### src/mppb_consts.vh
// Constants of the motion profile parameter bank
`ifndef MPPB_CONSTS_VH
`define MPPB_CONSTS_VH

// ----------------------------------------------------------------
// Object indexes
// ----------------------------------------------------------------
`define MPPB_IDX_JERK      16'h60A4
`define MPPB_IDX_POS_UNIT  16'h60A8
`define MPPB_IDX_SPD_UNIT  16'h60A9
`define MPPB_IDX_POS_OFFS  16'h60B0
`define MPPB_IDX_SPD_OFFS  16'h60B1
`define MPPB_IDX_TRQ_OFFS  16'h60B2
`define MPPB_IDX_INTERP    16'h60C1

// ----------------------------------------------------------------
// Subindexes
// ----------------------------------------------------------------
`define MPPB_SUB_COUNT     8'h00
`define MPPB_SUB_BEG_ACC   8'h01
`define MPPB_SUB_BEG_DEC   8'h02
`define MPPB_SUB_END_ACC   8'h03
`define MPPB_SUB_END_DEC   8'h04
`define MPPB_SUB_FIRST     8'h01
`define MPPB_JERK_SUBS     32'h00000004
`define MPPB_INTERP_SUBS   32'h00000001

// ----------------------------------------------------------------
// Reset values
// ----------------------------------------------------------------
`define MPPB_JERK_RST      32'h000003E8
`define MPPB_POS_UNIT_RST  32'hFF410000
`define MPPB_SPD_UNIT_RST  32'h00B44700
`define MPPB_OFFS_RST      32'h00000000
`define MPPB_TRQ_RST       16'h0000
`define MPPB_INTERP_RST    32'h00000000

// ----------------------------------------------------------------
// Unit word fields: writable bits only, reserved bits stay zero
// ----------------------------------------------------------------
`define MPPB_POS_UNIT_MASK 32'hFFFF0000
`define MPPB_SPD_UNIT_MASK 32'hFFFFFF00
`define MPPB_TRQ_LSB       0
`define MPPB_TRQ_MSB       15

// ----------------------------------------------------------------
// Ramp segment codes
// ----------------------------------------------------------------
`define MPPB_SEG_BEG_ACC   2'h0
`define MPPB_SEG_BEG_DEC   2'h1
`define MPPB_SEG_END_ACC   2'h2
`define MPPB_SEG_END_DEC   2'h3

// ----------------------------------------------------------------
// Operating mode codes
// ----------------------------------------------------------------
`define MPPB_MODE_IP       8'h07
`define MPPB_MODE_CSP      8'h08
`define MPPB_MODE_CSV      8'h09
`define MPPB_MODE_CST      8'h0A
`define MPPB_MODE_STEPDIR  8'hFF

`endif

### src/mppb_top.v
// Motion profile parameter bank: object store, jerk select, setpoint offsets
`timescale 1ns/10ps
`include "mppb_consts.vh"

module mppb_top #(
  parameter PW = 32,
  parameter TW = 16
) (
  // Clock and reset
  input  wire          SYS_CLK,
  input  wire          RST_N,
  // Object access port
  input  wire          OD_WR,
  input  wire          OD_RD,
  input  wire [15:0]   OD_INDEX,
  input  wire [7:0]    OD_SUBINDEX,
  input  wire [31:0]   OD_WDATA,
  output reg  [31:0]   OD_RDATA,
  output reg           OD_ACK,
  output reg           OD_ERR,
  // Ramp generator interface
  input  wire [1:0]    RAMP_SEG,
  output wire [31:0]   RAMP_JERK,
  output wire          RAMP_JERK_UNLIM,
  // Operating mode and raw setpoints
  input  wire [7:0]    OP_MODE,
  input  wire [PW-1:0] POS_SETPT,
  input  wire [PW-1:0] SPD_SETPT,
  input  wire [TW-1:0] TRQ_SETPT,
  // Offset-adjusted setpoints
  output wire [PW-1:0] POS_DEMAND,
  output wire [PW-1:0] SPD_DEMAND,
  output wire [TW-1:0] TRQ_DEMAND,
  // Interpolation setpoint path
  input  wire          IP_SETPT_VALID,
  input  wire [31:0]   IP_SETPT,
  input  wire          SYNC_PULSE,
  output reg  [31:0]   IP_DEMAND_POS,
  // Unit words for conversion logic
  output reg  [31:0]   POS_UNIT,
  output reg  [31:0]   SPD_UNIT
);

  // One jerk limit per ramp segment
  localparam JERK_N = `MPPB_JERK_SUBS;

  // ----------------------------------------------------------------
  // Storage
  // ----------------------------------------------------------------
  wire [31:0]   jerk_lim [0:JERK_N-1];
  reg  [PW-1:0] pos_offs_r;
  reg  [PW-1:0] spd_offs_r;
  reg  [TW-1:0] trq_offs_r;
  reg  [31:0]   ip_pend_r;
  reg           ip_pend_vld_r;

  reg  [31:0]   rdata_nxt;
  reg           hit_nxt;
  reg           wr_ok_nxt;

  wire          sub0;
  wire          sub1;
  wire [7:0]    jerk_ofs;
  wire [1:0]    jerk_idx;
  wire          jerk_wr;
  wire [JERK_N-1:0] jerk_we;

  assign sub0 = (OD_SUBINDEX == `MPPB_SUB_COUNT);
  assign sub1 = (OD_SUBINDEX == `MPPB_SUB_FIRST);

  // ----------------------------------------------------------------
  // Address decode and read mux
  // ----------------------------------------------------------------
  // hit_nxt: object/subindex exists; wr_ok_nxt: it accepts writes
  always @* begin
    rdata_nxt = 32'h00000000;
    hit_nxt   = 1'b0;
    wr_ok_nxt = 1'b0;
    case (OD_INDEX)
      `MPPB_IDX_JERK: begin
        case (OD_SUBINDEX)
          `MPPB_SUB_COUNT: begin
            rdata_nxt = `MPPB_JERK_SUBS;
            hit_nxt   = 1'b1;
          end
          `MPPB_SUB_BEG_ACC: begin
            rdata_nxt = jerk_lim[`MPPB_SEG_BEG_ACC];
            hit_nxt   = 1'b1;
            wr_ok_nxt = 1'b1;
          end
          `MPPB_SUB_BEG_DEC: begin
            rdata_nxt = jerk_lim[`MPPB_SEG_BEG_DEC];
            hit_nxt   = 1'b1;
            wr_ok_nxt = 1'b1;
          end
          `MPPB_SUB_END_ACC: begin
            rdata_nxt = jerk_lim[`MPPB_SEG_END_ACC];
            hit_nxt   = 1'b1;
            wr_ok_nxt = 1'b1;
          end
          `MPPB_SUB_END_DEC: begin
            rdata_nxt = jerk_lim[`MPPB_SEG_END_DEC];
            hit_nxt   = 1'b1;
            wr_ok_nxt = 1'b1;
          end
          default: begin
            rdata_nxt = 32'h00000000;
          end
        endcase
      end
      `MPPB_IDX_POS_UNIT: begin
        rdata_nxt = POS_UNIT & `MPPB_POS_UNIT_MASK;
        hit_nxt   = sub0;
        wr_ok_nxt = sub0;
      end
      `MPPB_IDX_SPD_UNIT: begin
        rdata_nxt = SPD_UNIT & `MPPB_SPD_UNIT_MASK;
        hit_nxt   = sub0;
        wr_ok_nxt = sub0;
      end
      `MPPB_IDX_POS_OFFS: begin
        rdata_nxt = pos_offs_r;
        hit_nxt   = sub0;
        wr_ok_nxt = sub0;
      end
      `MPPB_IDX_SPD_OFFS: begin
        rdata_nxt = spd_offs_r;
        hit_nxt   = sub0;
        wr_ok_nxt = sub0;
      end
      `MPPB_IDX_TRQ_OFFS: begin
        // Narrow object sits in the low half, upper half reads zero
        rdata_nxt = {16'h0000, trq_offs_r};
        hit_nxt   = sub0;
        wr_ok_nxt = sub0;
      end
      `MPPB_IDX_INTERP: begin
        if (sub0) begin
          rdata_nxt = `MPPB_INTERP_SUBS;
        end else begin
          rdata_nxt = IP_DEMAND_POS;
        end
        hit_nxt   = sub0 | sub1;
        wr_ok_nxt = 1'b0;
      end
      default: begin
        rdata_nxt = 32'h00000000;
      end
    endcase
  end

  // ----------------------------------------------------------------
  // Access response
  // ----------------------------------------------------------------
  // Each strobe gets one ack pulse a cycle later; refused access adds err
  // Write wins when both strobes are high; read data holds between reads
  always @(posedge SYS_CLK) begin
    if (!RST_N) begin
      OD_RDATA <= 32'h00000000;
      OD_ACK   <= 1'b0;
      OD_ERR   <= 1'b0;
    end else begin
      OD_ACK <= OD_WR | OD_RD;
      if (OD_WR) begin
        OD_ERR <= ~wr_ok_nxt;
      end else if (OD_RD) begin
        OD_ERR <= ~hit_nxt;
      end else begin
        OD_ERR <= 1'b0;
      end
      if (OD_RD && !OD_WR && hit_nxt) begin
        OD_RDATA <= rdata_nxt;
      end else if (OD_RD && !OD_WR) begin
        OD_RDATA <= 32'h00000000;
      end
    end
  end

  // ----------------------------------------------------------------
  // Parameter writes
  // ----------------------------------------------------------------
  always @(posedge SYS_CLK) begin
    if (!RST_N) begin
      POS_UNIT       <= `MPPB_POS_UNIT_RST;
      SPD_UNIT       <= `MPPB_SPD_UNIT_RST;
      pos_offs_r     <= `MPPB_OFFS_RST;
      spd_offs_r     <= `MPPB_OFFS_RST;
      trq_offs_r     <= `MPPB_TRQ_RST;
    end else if (OD_WR && wr_ok_nxt) begin
      // Jerk limits are written in their own per-entry store below
      case (OD_INDEX)
        `MPPB_IDX_POS_UNIT: POS_UNIT   <= OD_WDATA & `MPPB_POS_UNIT_MASK;
        `MPPB_IDX_SPD_UNIT: SPD_UNIT   <= OD_WDATA & `MPPB_SPD_UNIT_MASK;
        `MPPB_IDX_POS_OFFS: pos_offs_r <= OD_WDATA;
        `MPPB_IDX_SPD_OFFS: spd_offs_r <= OD_WDATA;
        `MPPB_IDX_TRQ_OFFS: trq_offs_r <= OD_WDATA[`MPPB_TRQ_MSB:`MPPB_TRQ_LSB];
        default:            pos_offs_r <= pos_offs_r;
      endcase
    end
  end

  // ----------------------------------------------------------------
  // Jerk limits, one entry per ramp segment
  // ----------------------------------------------------------------
  // Entries follow the segment codes, so subindex minus one addresses
  // the same entry that the ramp generator selects.
  assign jerk_ofs = OD_SUBINDEX - `MPPB_SUB_FIRST;
  assign jerk_idx = jerk_ofs[1:0];
  assign jerk_wr  = OD_WR && wr_ok_nxt && (OD_INDEX == `MPPB_IDX_JERK);
  assign jerk_we  = jerk_wr ? ({{(JERK_N-1){1'b0}}, 1'b1} << jerk_idx) : {JERK_N{1'b0}};

  genvar g;
  generate
    for (g = 0; g < JERK_N; g = g + 1) begin : g_jerk
      reg [31:0] lim_r;
      always @(posedge SYS_CLK) begin
        if (!RST_N) begin
          lim_r <= `MPPB_JERK_RST;
        end else if (jerk_we[g]) begin
          lim_r <= OD_WDATA;
        end
      end
      assign jerk_lim[g] = lim_r;
    end
  endgenerate

  // ----------------------------------------------------------------
  // Interpolation setpoint, taken over at sync
  // ----------------------------------------------------------------
  // A setpoint arriving together with sync waits for the following sync,
  // so the demand never changes between two sync instants.
  // The pending flag drops at sync so one value is never applied twice.
  always @(posedge SYS_CLK) begin
    if (!RST_N) begin
      ip_pend_r     <= `MPPB_INTERP_RST;
      ip_pend_vld_r <= 1'b0;
      IP_DEMAND_POS <= `MPPB_INTERP_RST;
    end else begin
      if (SYNC_PULSE && ip_pend_vld_r) begin
        IP_DEMAND_POS <= ip_pend_r;
      end
      if (IP_SETPT_VALID) begin
        ip_pend_r     <= IP_SETPT;
        ip_pend_vld_r <= 1'b1;
      end else if (SYNC_PULSE) begin
        ip_pend_vld_r <= 1'b0;
      end
    end
  end

  // ----------------------------------------------------------------
  // Ramp jerk selection
  // ----------------------------------------------------------------
  // The select is registered so the ramp generator sees a fixed latency
  mppb_jerk_sel #(
    .W (32)
  ) u_jerk (
    .clk     (SYS_CLK),
    .rst_n   (RST_N),
    .seg     (RAMP_SEG),
    .beg_acc (jerk_lim[`MPPB_SEG_BEG_ACC]),
    .beg_dec (jerk_lim[`MPPB_SEG_BEG_DEC]),
    .end_acc (jerk_lim[`MPPB_SEG_END_ACC]),
    .end_dec (jerk_lim[`MPPB_SEG_END_DEC]),
    .jerk_r  (RAMP_JERK),
    .unlim_r (RAMP_JERK_UNLIM)
  );

  // ----------------------------------------------------------------
  // Setpoint offsets
  // ----------------------------------------------------------------
  // Offsets are stored raw; the mode gate sits beside the adders
  mppb_setpt_offs #(
    .PW (PW),
    .TW (TW)
  ) u_offs (
    .clk      (SYS_CLK),
    .rst_n    (RST_N),
    .mode     (OP_MODE),
    .pos_in   (POS_SETPT),
    .spd_in   (SPD_SETPT),
    .trq_in   (TRQ_SETPT),
    .pos_offs (pos_offs_r),
    .spd_offs (spd_offs_r),
    .trq_offs (trq_offs_r),
    .pos_r    (POS_DEMAND),
    .spd_r    (SPD_DEMAND),
    .trq_r    (TRQ_DEMAND)
  );

endmodule // mppb_top

### src/mppb_jerk_sel.v
// Jerk limit selector for the four ramp segments
`timescale 1ns/10ps
`include "mppb_consts.vh"

module mppb_jerk_sel #(
  parameter W = 32
) (
  // Clock and reset
  input  wire         clk,
  input  wire         rst_n,
  // Segment request
  input  wire [1:0]   seg,
  // Limits
  input  wire [W-1:0] beg_acc,
  input  wire [W-1:0] beg_dec,
  input  wire [W-1:0] end_acc,
  input  wire [W-1:0] end_dec,
  // Result
  output reg  [W-1:0] jerk_r,
  output reg          unlim_r
);

  reg [W-1:0] jerk_nxt;

  // ----------------------------------------------------------------
  // Segment decode
  // ----------------------------------------------------------------
  always @* begin
    case (seg)
      `MPPB_SEG_BEG_ACC: jerk_nxt = beg_acc;
      `MPPB_SEG_BEG_DEC: jerk_nxt = beg_dec;
      `MPPB_SEG_END_ACC: jerk_nxt = end_acc;
      `MPPB_SEG_END_DEC: jerk_nxt = end_dec;
      default:           jerk_nxt = beg_acc;
    endcase
  end

  always @(posedge clk) begin
    if (!rst_n) begin
      jerk_r  <= {W{1'b0}};
      unlim_r <= 1'b1;
    end else begin
      jerk_r  <= jerk_nxt;
      // Zero is no limit at all, not a frozen acceleration
      unlim_r <= (jerk_nxt == {W{1'b0}});
    end
  end

endmodule // mppb_jerk_sel

### src/mppb_setpt_offs.v
// Setpoint offset adder gated by operating mode
`timescale 1ns/10ps
`include "mppb_consts.vh"

module mppb_setpt_offs #(
  parameter PW = 32,
  parameter TW = 16
) (
  // Clock and reset
  input  wire          clk,
  input  wire          rst_n,
  // Mode and setpoints
  input  wire [7:0]    mode,
  input  wire [PW-1:0] pos_in,
  input  wire [PW-1:0] spd_in,
  input  wire [TW-1:0] trq_in,
  // Offsets
  input  wire [PW-1:0] pos_offs,
  input  wire [PW-1:0] spd_offs,
  input  wire [TW-1:0] trq_offs,
  // Adjusted setpoints
  output reg  [PW-1:0] pos_r,
  output reg  [PW-1:0] spd_r,
  output reg  [TW-1:0] trq_r
);

  wire pos_en;
  wire spd_en;
  wire trq_en;

  // ----------------------------------------------------------------
  // Mode gating
  // ----------------------------------------------------------------
  assign pos_en = (mode == `MPPB_MODE_CSP) || (mode == `MPPB_MODE_STEPDIR);
  assign spd_en = pos_en || (mode == `MPPB_MODE_CSV);
  assign trq_en = spd_en || (mode == `MPPB_MODE_CST);

  // Two's complement sums wrap; saturation is left to the consumer
  always @(posedge clk) begin
    if (!rst_n) begin
      pos_r <= {PW{1'b0}};
      spd_r <= {PW{1'b0}};
      trq_r <= {TW{1'b0}};
    end else begin
      pos_r <= pos_en ? pos_in + pos_offs : pos_in;
      spd_r <= spd_en ? spd_in + spd_offs : spd_in;
      trq_r <= trq_en ? trq_in + trq_offs : trq_in;
    end
  end

endmodule // mppb_setpt_offs

### config.mk
export PLATFORM = sky130hd
export DESIGN_NAME = mppb_top
export DESIGN_NICKNAME = d
export VERILOG_FILES = /design/src/mppb_top.v /design/src/mppb_jerk_sel.v /design/src/mppb_setpt_offs.v
export VERILOG_INCLUDE_DIRS = /design/src
export SDC_FILE = /design/constraint.sdc
export NUM_CORES = 1
export LEC_CHECK = 0
export ABC_CLOCK_PERIOD_IN_PS = 4500
export BUFFER_PORTS_ARGS = -buffer_cell sky130_fd_sc_hd__buf_2
export CAP_MARGIN = 20
export CORE_ASPECT_RATIO = 1.4
export CORE_MARGIN = 5
export CORE_UTILIZATION = 55
export DETAILED_ROUTE_END_ITERATION = 6
export PLACE_DENSITY_LB_ADDON = 0.2
export SLEW_MARGIN = 20
export SYNTH_ARGS = -nofsm -noshare
export SYNTH_HDL_FRONTEND = slang
export SYNTH_HIERARCHICAL = 1
export SYNTH_SLANG_ARGS = --single-unit
### constraint.sdc
create_clock -name SYS_CLK -period 4.5 [get_ports SYS_CLK]
set_input_delay 0.675 -clock SYS_CLK [delete_from_list [all_inputs] [get_ports SYS_CLK]]
set_output_delay 0.675 -clock SYS_CLK [all_outputs]
set_load 0.01 [all_outputs]
[Word-level counts from Yosys, hierarchy flattened]
Index checks and enable logic that the tools add are counted.
Operators by class
  order comparisons: 0
  shift-type cells: 1
  muxes and demuxes: 18
  divide/modulo/power cells: 0
  add/sub/neg operators: 4
  bitwise operators: 4
  multiply operators: 0
  reduce and logical (&&, ||, !) cells: 22
  equal/unequal tests: 18
Operators with widths (number)
  32-bit case mux with 7 select lines: 1
  32-bit two-way mux: 5
  32-bit case mux with 5 select lines: 1
  32-bit case mux with 4 select lines: 1
  16-bit by 15-bit == test with 1-bit output (second input constant): 7
  32-bit adder: 2
  32-bit logical NOT: 1
  8-bit by 4-bit == test with 1-bit output (second input constant): 3
  16-bit adder: 1
  8-bit by 2-bit == test with 1-bit output (second input constant): 2
  16-bit two-way mux: 1
  2-bit AND reduction: 5
  5-bit OR reduction: 2
  8-bit by 1-bit == test with 1-bit output (second input constant): 1
  8-bit by 3-bit == test with 1-bit output (second input constant): 1
  8-bit == test (second input constant): 1
  8-bit logical NOT: 1
  1-bit two-way mux: 6
  1-bit logical AND: 5
  2-bit == test (second input constant): 2
  4-bit two-way mux: 1
  2-bit nonzero test: 2
  4-bit OR reduction: 1
  1-bit by 2-bit left shift with 4-bit output (first input constant): 1
  9 further kinds: 13
Storage, ports and cells
  bits in latches: 0
  memories kept: 0
  memory bits (writable): 0
  input port bits: 184
  word-level logic and storage cells: 87
  memory bits (read-only): 0
  flip-flop bits (word level): 460
  output and inout bits: 243

[Depth between registers and ports, before layout]
Gate-level depths: netlist of the first run.
  depth in word-level cells: 7
  depth in mapped cells: 12
  gate-level depth less buffers: 12

[Modules after synthesis]
The synthesis of the first run kept the hierarchy.
Modules (own cells, without submodules)
  mppb_top: area each 14990.6 µm², instances 1, cells each 1657, sequential area each 6946.7 µm²
  mppb_setpt_offs: area each 6809.0 µm², instances 1, cells each 868, sequential area each 1601.5 µm²
  mppb_jerk_sel: area each 1725.4 µm², instances 1, cells each 119, sequential area each 660.6 µm²

[Least setup slack after synthesis of the first run]
No wires, ideal clock.
  kind: input to register
  from: input SPD_SETPT[0]
  to: register u_offs.spd_r[30]
  library setup time: 0.120 ns
  slack: 1.481 ns
  required time: 4.380 ns
  cell stages on the path: 11
  arrival: 2.898 ns
  path buffers: 0
  cells stage by stage: ha_1 -> fa_1 -> a211oi_1 -> o21ai_1 -> a31oi_2 -> o221ai_2 -> a211oi_2 -> o21ai_1 -> a21oi_1 -> xor2_1 -> o21ai_1
Between the ends
  longest elaborated chain between the ends: 2
Ends and longest elaborated chain
  start: declaration: line mppb_top.v:28  | input wire [PW-1:0] SPD_SETPT,
  32-bit adder: line mppb_setpt_offs.v:46  | spd_r <= spd_en ? spd_in + spd_offs : spd_in;
  32-bit two-way mux: line mppb_setpt_offs.v:46
  end signal: assignment: line mppb_setpt_offs.v:42  | spd_r <= {PW{1'b0}};
  end signal: assignment: line mppb_setpt_offs.v:46
  end: declaration: line mppb_setpt_offs.v:23  | output reg [PW-1:0] spd_r,
Every way passes these cells.
A chain may end at the register's enable or synchronous reset.

[Final worst setup path of the first run]
  from: register pos_offs_r[0]
  to: register u_offs.pos_r[24]
Between the ends
  longest elaborated chain between the ends: 2
Ends and longest elaborated chain
  start: declaration: line mppb_top.v:51  | reg [PW-1:0] pos_offs_r;
  start signal: assignment: line mppb_top.v:186  | pos_offs_r <= `MPPB_OFFS_RST;
  start signal: assignment: line mppb_top.v:197  | default: pos_offs_r <= pos_offs_r;
  32-bit adder: line mppb_setpt_offs.v:45  | pos_r <= pos_en ? pos_in + pos_offs : pos_in;
  32-bit two-way mux: line mppb_setpt_offs.v:45
  end signal: assignment: line mppb_setpt_offs.v:41  | pos_r <= {PW{1'b0}};
  end signal: assignment: line mppb_setpt_offs.v:45
  end: declaration: line mppb_setpt_offs.v:22  | output reg [PW-1:0] pos_r,
Every way passes these cells.

==> results of run 1 <==
[report_power, final]
group / internal (mW) / switching (mW) / total, mW
Clock: 2.14 / 1.66 / 3.80
Sequential: 4.15 / 0.0384 / 4.18
Combinational: 0.273 / 0.477 / 0.750
Total: 6.56 / 2.18 / 8.74
[through the flow]
stage                     setup slack, ps  area (sq um)
after floorplan                      1480         23600
after global placement               1010         25800
after detailed placement              915         25800
after CTS                            1410         27200
after global routing                 1160         27200
final                                1380         27200
[logic make-up after synthesis]
logic type | synth area share [%]
AND/OR/NAND/NOR | 20.3
buffers and inverters | 4.55
XOR/XNOR | 2.20
multiplexers | 12.2
AO/OA/AOI/OAI | 17.3
flip-flops | 39.1
adder cells (fa/ha/maj) | 4.35
other | 0.0159
[path summary, 6_finish.rpt]
path / from / endpoint
max: pos_offs_r[0]$_SDFFE_PN0P_ / u_offs/pos_r[24]$_SDFF_PN0_
min reg2reg: ip_pend_r[26]$_SDFFE_PN0P_ / IP_DEMAND_POS[26]$_SDFFE_PN0P_
max reg2reg: pos_offs_r[0]$_SDFFE_PN0P_ / u_offs/pos_r[24]$_SDFF_PN0_
min: OD_WDATA[1] / trq_offs_r[1]$_SDFFE_PN0P_
[worst reg2reg max path: cells and delay by family (launching register included)]
kind / cells / cell delay (ps)
AO/OA/AOI/OAI: 7 / 1700
AND/OR/NAND/NOR: 1 / 100
flip-flops: 1 / 380
XOR/XNOR: 1 / 160
adder cells (fa/ha/maj): 2 / 660
[flip-flops by register name, summed over array words and instances, names as in the netlist]
signal	count
SPD_UNIT	24
u_jerk/unlim_r	1
g_jerk.lim_r	128
pos_offs_r	32
OD_ERR	1
ip_pend_r	32
ip_pend_vld_r	1
POS_UNIT	16
trq_offs_r	16
spd_offs_r	32
OD_ACK	1
u_jerk/jerk_r	32
OD_RDATA	32
u_offs/trq_r	16
u_offs/spd_r	32
IP_DEMAND_POS	32
u_offs/pos_r	32
[cells in the mapped netlist (all sizes together), types with 45 or more instances]
library cell and count:
nand2 496, dfxtp 460, mux2i 180, o21ai 173, clkbuf 128, nand3 120, a21oi 81, a21boi 80
ha 77, buf 75, nor2 73, and2 68, a22oi 55, nor2b 45
[layout make-up]
class	count	share of cell area, %
inverter	25	0.344
multi-input combinational	1979	49.1
clock inverter	18	0.629
sequential	460	33.8
antenna	2	0.0184
clock buffer	61	4.76
timing repair buffer	443	8.83
tap	546	2.51
[metal layers]
| layer | part of all wire (%) | track usage, % | routed length [um] |
|---|---|---|---|
| met1 | 38 | 41.9 | 31800 |
| met2 | 48 | 56.7 | 40000 |
| met3 | 8.5 | 5.42 | 7080 |
| met4 | 5.5 | 16.1 | 4590 |
| met5 | 0 | 0 | 0 |
==> impl_results.md, run 1 <==
* CP required at 4930 ps
* Cell Chain, Critical Path: ha_1, fa_1, a21o_1, a2111o_1, nand3_1, o221ai_1, o21a_1, a41oi_1, a221oi_1, xnor2_1, o21ai_1
* Number of fill cells at 3638
* Die ar. at 47100 sq um
* Async SR Flop Fraction at 0%
* Initial antenna violation count at 2
* Vias per cell at 6.15
* WHS at 358 ps
* Synth warn at 6
* Final setup fails at 0
* Netlist cell types at 95
* Iteration-0 DRC count of the detailed router at 2249
* Largest stage delay on the critical path at 430 ps
* Slew HR at 33.4%
* ANT nets after route at 0
* Most frequent cells in the layout: nand2_1 (491), dfxtp_1 (460), buf_2 (401)
* Post-synth top area cell: dfxtp_1
* Area growth, synth to finish at 15.8%
* Vias after detailed routing at 21700
* Post-CTS setup repair buffer count at 0
* Core ar. at 42200 sq um
* Top cells by area, synth: dfxtp_1 (39%), nand2_1 (7.9%), mux2i_1 (7.7%)
* Gpl congestion at 0.961
* Number of hold buffers added after cts at 0
* Dpl cells at 3453
* Crit path time final at 3120 ps
* DP Wirelength at 62800 um
* Area occupied by multi-input gates at 13400 sq um
* Syn Std Cell Area at 23500 sq um
* Clk_lat worst skew at 570 ps
* Slew Limit Fails at 0
* Slew @ Worst Pin at 999 ps
* RSZ-0062 raised after global routing: false
* LEAKAGE at 12.0 nW
* Setup TNS at 0 ps
* Std-Cell Rows at 89
* Hold WC Path Type: input port to flop
* Ports at 427
* Cell depth of the worst hold path at 3
* Power Dens Cells at 321 nW/um^2
* Crit path DAT at 3550 ps
* Wire length per cell at 23.6 um
* Top cell type's share of synthesized area at 39.1%
* Clk buf depth at 3
* Post-CTS sizing at 0
* Peak VDD IR at 0.348 mV
* Worst Path Max Fanout at 3
* Tot Pwr at 8.74 mW
* IO buf count at 402
* Total Routed Length at 83500 um
* Final Util at 64.5%
* R2R cell count at 11
* CP Capture Type: flop
* Most common flop cell mapped by yosys: dfxtp_1
* Reg clk slew, reported paths at 60 ps
* Max Freq at 320 MHz
* Reg area at 9210 sq um
* Post-synth EDFFs at 0
* NumNets Final at 3218
* First-pass GRT wire length at 123000 um
* Yosys reg bits at 460
* Crit path buffers/inverters at 0
* TritonCTS Sinks at 460
* Share of layout cells above drive strength 1 at 21.1%
* Number of cells on the critical path at 11
* Total Routing Usage GR at 33.6%
* H-tree levels at 2
* Root buffer cell: clkbuf_16
* Most common cell after layout, fill and taps aside: nand2_1
* Max-cap viol count at 0
* Vias in the first global route at 20600
* Crit Path Class: flop to flop
* DRT Pass-1 Iters at 6
* GRT overflow at 0
* Syn Inst Count at 2644
* R2R Setup Slk at 1380 ps
* CTS tree: built
* CP max stage cell: a2111o_1
* Number of remaining DRC errors at 0
* Fin crit share at 69.4%
* Status: finished clean
* Final hold vios at 0
* Die Height at 255 um
* Die Wd at 185 um
* Cts bufs inserted at 45
* Initial Utilization at 55.7%
* Pin count of the biggest net entering global routing at 117
* Startpoint class of the critical path: flop
* Family with the most delay on the worst path: compound AO/OA/AOI/OAI gates
* Final Skew at 26.2 ps
* Sequential share of the synthesized area at 39.1%
* Avg Inst Size Synth at 8.90 sq um
* Post-route insts no fill at 3534
No activity file was read; power rests on OpenSTA's default activity.
==> inputs of run 2 (changes only) <==
--- a/config.mk
+++ b/config.mk
@@ -6,12 +6,13 @@
 export SDC_FILE = /design/constraint.sdc
 export NUM_CORES = 1
 export LEC_CHECK = 0
-export ABC_CLOCK_PERIOD_IN_PS = 4500
+export ABC_AREA = 1
+export ABC_CLOCK_PERIOD_IN_PS = 2660
 export BUFFER_PORTS_ARGS = -buffer_cell sky130_fd_sc_hd__buf_2
 export CAP_MARGIN = 20
 export CORE_ASPECT_RATIO = 1.4
 export CORE_MARGIN = 5
-export CORE_UTILIZATION = 55
+export CORE_UTILIZATION = 52
 export DETAILED_ROUTE_END_ITERATION = 6
 export PLACE_DENSITY_LB_ADDON = 0.2
 export SLEW_MARGIN = 20
==> constraint.sdc (replaced) <==
create_clock -name SYS_CLK -period 2.66 [get_ports SYS_CLK]
set_input_delay 0.399 -clock SYS_CLK [delete_from_list [all_inputs] [get_ports SYS_CLK]]
set_output_delay 0.399 -clock SYS_CLK [all_outputs]
set_load 0.01 [all_outputs]
==> run 2 against run 1 <==
Clock skew down 8.1 ps. Clock-buffer cell count up 11. Non-clock buffer count up 37. First-iteration DRC count up 21%. Die area rose by 20%.
==> impl_results.md, run 2 <==
* Crit path time final at 2260 ps (was 3120 ps)
* Status: finished clean (unchanged)
* Max-cap viol count at 0 (unchanged)
* Number of fill cells at 5138 (was 3638)
* Switching share of power at 25.8% (was 24.9%)
* Iteration-0 DRC count of the detailed router at 2730 (was 2249)
* DP Wirelength at 73700 um (was 62800 um)
* Reg area at 9210 sq um (unchanged)
* Final Util at 60.8% (was 64.5%)
* Total Routed Length at 96800 um (was 83500 um)
* Synth Area in Simple Gates at 37.2% (was 20.3%)
* Clk buf depth at 3 (unchanged)
* Die ar. at 56700 sq um (was 47100 sq um)
* Worst setup path end: u_offs/pos_r[28]$_SDFF_PN0_ (was u_offs/pos_r[24]$_SDFF_PN0_)
* Power Dens Cells at 488 nW/um^2 (was 321 nW/um^2)
* Synth top cells by count: nand2_1 (1231), inv_1 (727), nor2_1 (682) (was nand2_1 (494), dfxtp_1 (460), mux2i_1 (180))
* Post-synth top area cell: dfxtp_1 (unchanged)
* Number of cells on the critical path at 12 (was 11)
* CP Capture Type: flop (unchanged)
* Most frequent cells in the layout: nand2_1 (1231), inv_1 (726), nor2_1 (681) (was nand2_1 (491), dfxtp_1 (460), buf_2 (401))
* Startpoint class of the critical path: flop (unchanged)
* Final setup fails at 0 (unchanged)
* Synth Area in Compound Gates at 9.28% (was 17.3%)
* Area growth, synth to finish at 15.5% (was 15.8%)
* Clock share of power at 44.2% (was 43.5%)
* CP startpoint: pos_offs_r[0]$_SDFFE_PN0P_ (unchanged)
* TritonCTS Sinks at 460 (unchanged)
* Gpl congestion at 0.971 (was 0.961)
* GRT overflow at 0 (unchanged)
* First-pass GRT wire length at 147000 um (was 123000 um)
* RSZ-0062 raised after global routing: false (unchanged)
* Syn Inst Count at 4418 (was 2644)
* Flop pwr share at 46.6% (was 47.9%)
* Top cells by area, synth: dfxtp_1 (34%), nand2_1 (17%), inv_1 (10%) (was dfxtp_1 (39%), nand2_1 (7.9%), mux2i_1 (7.7%))
* Crit path buffers/inverters at 1 (was 0)
* Family with the most delay on the worst path: simple AND/OR/NAND/NOR gates (was compound AO/OA/AOI/OAI gates)
* Slew Limit Fails at 0 (unchanged)
* Mux contribution to synthesized area at 0% (was 12.2%)
* Ports at 427 (unchanged)
* Worst Path Max Fanout at 4 (was 3)
* CTS tree: built (unchanged)
* H-tree levels at 2 (unchanged)
* Reg clk slew, reported paths at 60 ps (about the same)
* Setup TNS at 0 ps (unchanged)
* Cell Chain, Critical Path: ha_1, fa_1, nand3_1, nand3_1, nand3_1, nand3_1, nand2_1, nand2_1, nand2_1, nand3_1, nand2_1, inv_1 (was ha_1, fa_1, a21o_1, a2111o_1, nand3_1, o221ai_1, o21a_1, a41oi_1, a221oi_1, xnor2_1, o21ai_1)
* Most common flop cell mapped by yosys: dfxtp_1 (unchanged)
* Root buffer cell: clkbuf_16 (unchanged)
* Vias after detailed routing at 28500 (was 21700)
* Number of remaining DRC errors at 0 (unchanged)
* Netlist cell types at 50 (was 95)
* Core ar. at 51300 sq um (was 42200 sq um)
* Max Freq at 443 MHz (was 320 MHz)
* Net Sw Power at 3.92 mW (was 2.18 mW)
* Final hold vios at 0 (unchanged)
* Synth warn at 6 (unchanged)
* Largest family of logic cells by synthesized area: simple AND/OR/NAND/NOR gates (unchanged)
* IO buf count at 402 (unchanged)
* Post-CTS sizing at 0 (unchanged)
* Die Height at 280 um (was 255 um)
* Crit Path Class: flop to flop (unchanged)
* Total Routing Usage GR at 32.7% (was 33.6%)
* Top reg by flops: g_jerk.lim_r (unchanged)
* Std-Cell Rows at 98 (was 89)
* Most numerous cell in the Yosys netlist: nand2_1 (unchanged)
* Vias per cell at 5.22 (was 6.15)
* Final Skew at 18.1 ps (was 26.2 ps)
* Hold WC Path Type: input port to flop (unchanged)
* Area occupied by multi-input gates at 14000 sq um (was 13400 sq um)
* Max reg flops at 128 (unchanged)
* Slew @ Worst Pin at 1080 ps (was 999 ps)
* Top cell type's share of synthesized area at 34.1% (was 39.1%)
* DRT Pass-1 Iters at 7 (was 6)
* Worst r2r dst: u_offs/pos_r[28]$_SDFF_PN0_ (was u_offs/pos_r[24]$_SDFF_PN0_)
* Crit path DAT at 2750 ps (was 3550 ps)
* NumNets Final at 5030 (was 3218)
* CP max stage cell: fa_1 (was a2111o_1)
* Synth Area in XOR/XNOR at 1.13% (was 2.20%)
* R2R cell count at 12 (was 11)
* Largest stage delay on the critical path at 460 ps (was 430 ps)
* Yosys reg bits at 460 (unchanged)
* ANT nets after route at 0 (unchanged)
* Peak VDD IR at 0.477 mV (was 0.348 mV)
* Cts bufs inserted at 46 (was 45)
* Initial Utilization at 52.7% (was 55.7%)
* CP required at 3150 ps (was 4930 ps)
* LEAKAGE at 16.8 nW (was 12.0 nW)
* Slew HR at 28.2% (was 33.4%)
* R2R Setup Slk at 400 ps (was 1380 ps)
* Adder-cell share of the synthesized area at 3.79% (was 4.35%)
* Fin crit share at 85.0% (was 69.4%)
* Int Pwr at 11.3 mW (was 6.56 mW)
* CP dominant cell by count: nand3_1
* Die Wd at 203 um (was 185 um)
* Initial antenna violation count at 5 (was 2)
* Clk_lat worst skew at 600 ps (was 570 ps)
* Avg Inst Size Synth at 6.11 sq um (was 8.90 sq um)
* R2r startpoint: pos_offs_r[0]$_SDFFE_PN0P_ (unchanged)
* Pin count of the biggest net entering global routing at 88 (was 117)
* Async SR Flop Fraction at 0% (unchanged)
* Post-synth EDFFs at 0 (unchanged)
* Vias in the first global route at 26500 (was 20600)
* Syn Std Cell Area at 27000 sq um (was 23500 sq um)
* Wire length per cell at 17.7 um (was 23.6 um)
* Most common cell after layout, fill and taps aside: nand2_1 (unchanged)
* Sequential share of the synthesized area at 34.1% (was 39.1%)
* Gate power share at 9.2% (was 8.6%)
* Share of layout cells above drive strength 1 at 12.9% (was 21.1%)
-- run 2: changes by cell type after synthesis, sizes merged, moves of 33 or more --
cell and change:
nand2 +751, a22oi -55, o21ai +122, nor2b -45
clkbuf -33, a21boi -80, a21oi +63, inv +717
a21o -33, nand3 +277, buf +33, nor2 +619
mux2i -180, and2 -66
-- run 2: repair_timing --
action,in CTS,in global routing
hold buffers,1,0
hold endpoints to repair,1,0
setup buffers,0,0
-- run 2: routing by layer --
layer  global-route usage, %  up-vias  wire [um]
met4                    20.4        0       6760
met1                    38.5    12700      36300
li1                        -    14200          -
met3                    5.31      271       7890
met2                    55.6     1275      45900
met5                       0        -          0
-- run 2: worst min path at each step --
stage                               startpoint                          to  slack [ps]  cells past startpoint
floorplan           ip_pend_vld_r$_SDFFE_PN0P_  ip_pend_vld_r$_SDFFE_PN0P_         440                      2
global placement    ip_pend_vld_r$_SDFFE_PN0P_  ip_pend_vld_r$_SDFFE_PN0P_         450                      2
detailed placement    OD_RDATA[9]$_SDFFE_PN0P_    OD_RDATA[9]$_SDFFE_PN0P_         460                      2
CTS                                IP_SETPT[4]   ip_pend_r[4]$_SDFFE_PN0P_         0.2                      3
global route                       IP_SETPT[5]   ip_pend_r[5]$_SDFFE_PN0P_          10                      3
finish                             IP_SETPT[4]   ip_pend_r[4]$_SDFFE_PN0P_          20                      3
-- run 2: final cells by class --
type | count | area share [%]
Timing Repair Buffer | 480 | 8.93
Tap cell | 650 | 2.61
Sequential cell | 460 | 29.5
Inverter | 747 | 9.03
Antenna cell | 5 | 0.0401
Clock buffer | 72 | 4.46
Multi-Input combinational cell | 3031 | 44.9
Clock inverter | 14 | 0.505
-- run 2: logic make-up (layout without fill, tap and decap cells) --
kind of cell             Yosys count  in the layout
AO/OA/AOI/OAI                    481            481
XOR/XNOR                          35             35
adder cells (fa/ha/maj)           80             80
buffers and inverters            950           1313
flip-flops                       460            460
other                              1             29
AND/OR/NAND/NOR                 2411           2411
-- run 2: worst min-delay path, stage by stage --
cell	delay (ps)
buf_2	70
nor2_1	30
nor2_1	80
-- run 2: per-stage QoR --
| stage | hold WS, ps | setup slack, ps | cells | power (mW) | instance area, sq um |
|---|---|---|---|---|---|
| 6_report | 22.6 | 400 | 5459 | 15.2 | 31200 |
| 5_1_grt | 10.9 | 175 | 5459 | 15.7 | 31200 |
| 4_1_cts | 0.158 | 406 | 5454 | 15.3 | 31200 |
| 3_5_place_dp | 455 | 152 | 5367 | 8.61 | 29600 |
| 3_3_place_gp | 447 | 199 | 5367 | 8.60 | 29600 |
| 2_1_floorplan | 439 | 601 | 4441 | 8.03 | 27100 |
-- run 2: power by group through the flow --
stage / Combinational (mW) / Clock, mW / Sequential [mW]
CTS: 1.38 / 6.81 / 7.09
finish: 1.40 / 6.72 / 7.09
floorplan: 0.738 / 0 / 7.29
global placement: 1.37 / 0 / 7.24
detailed placement: 1.37 / 0 / 7.24
global route: 1.53 / 7.11 / 7.10
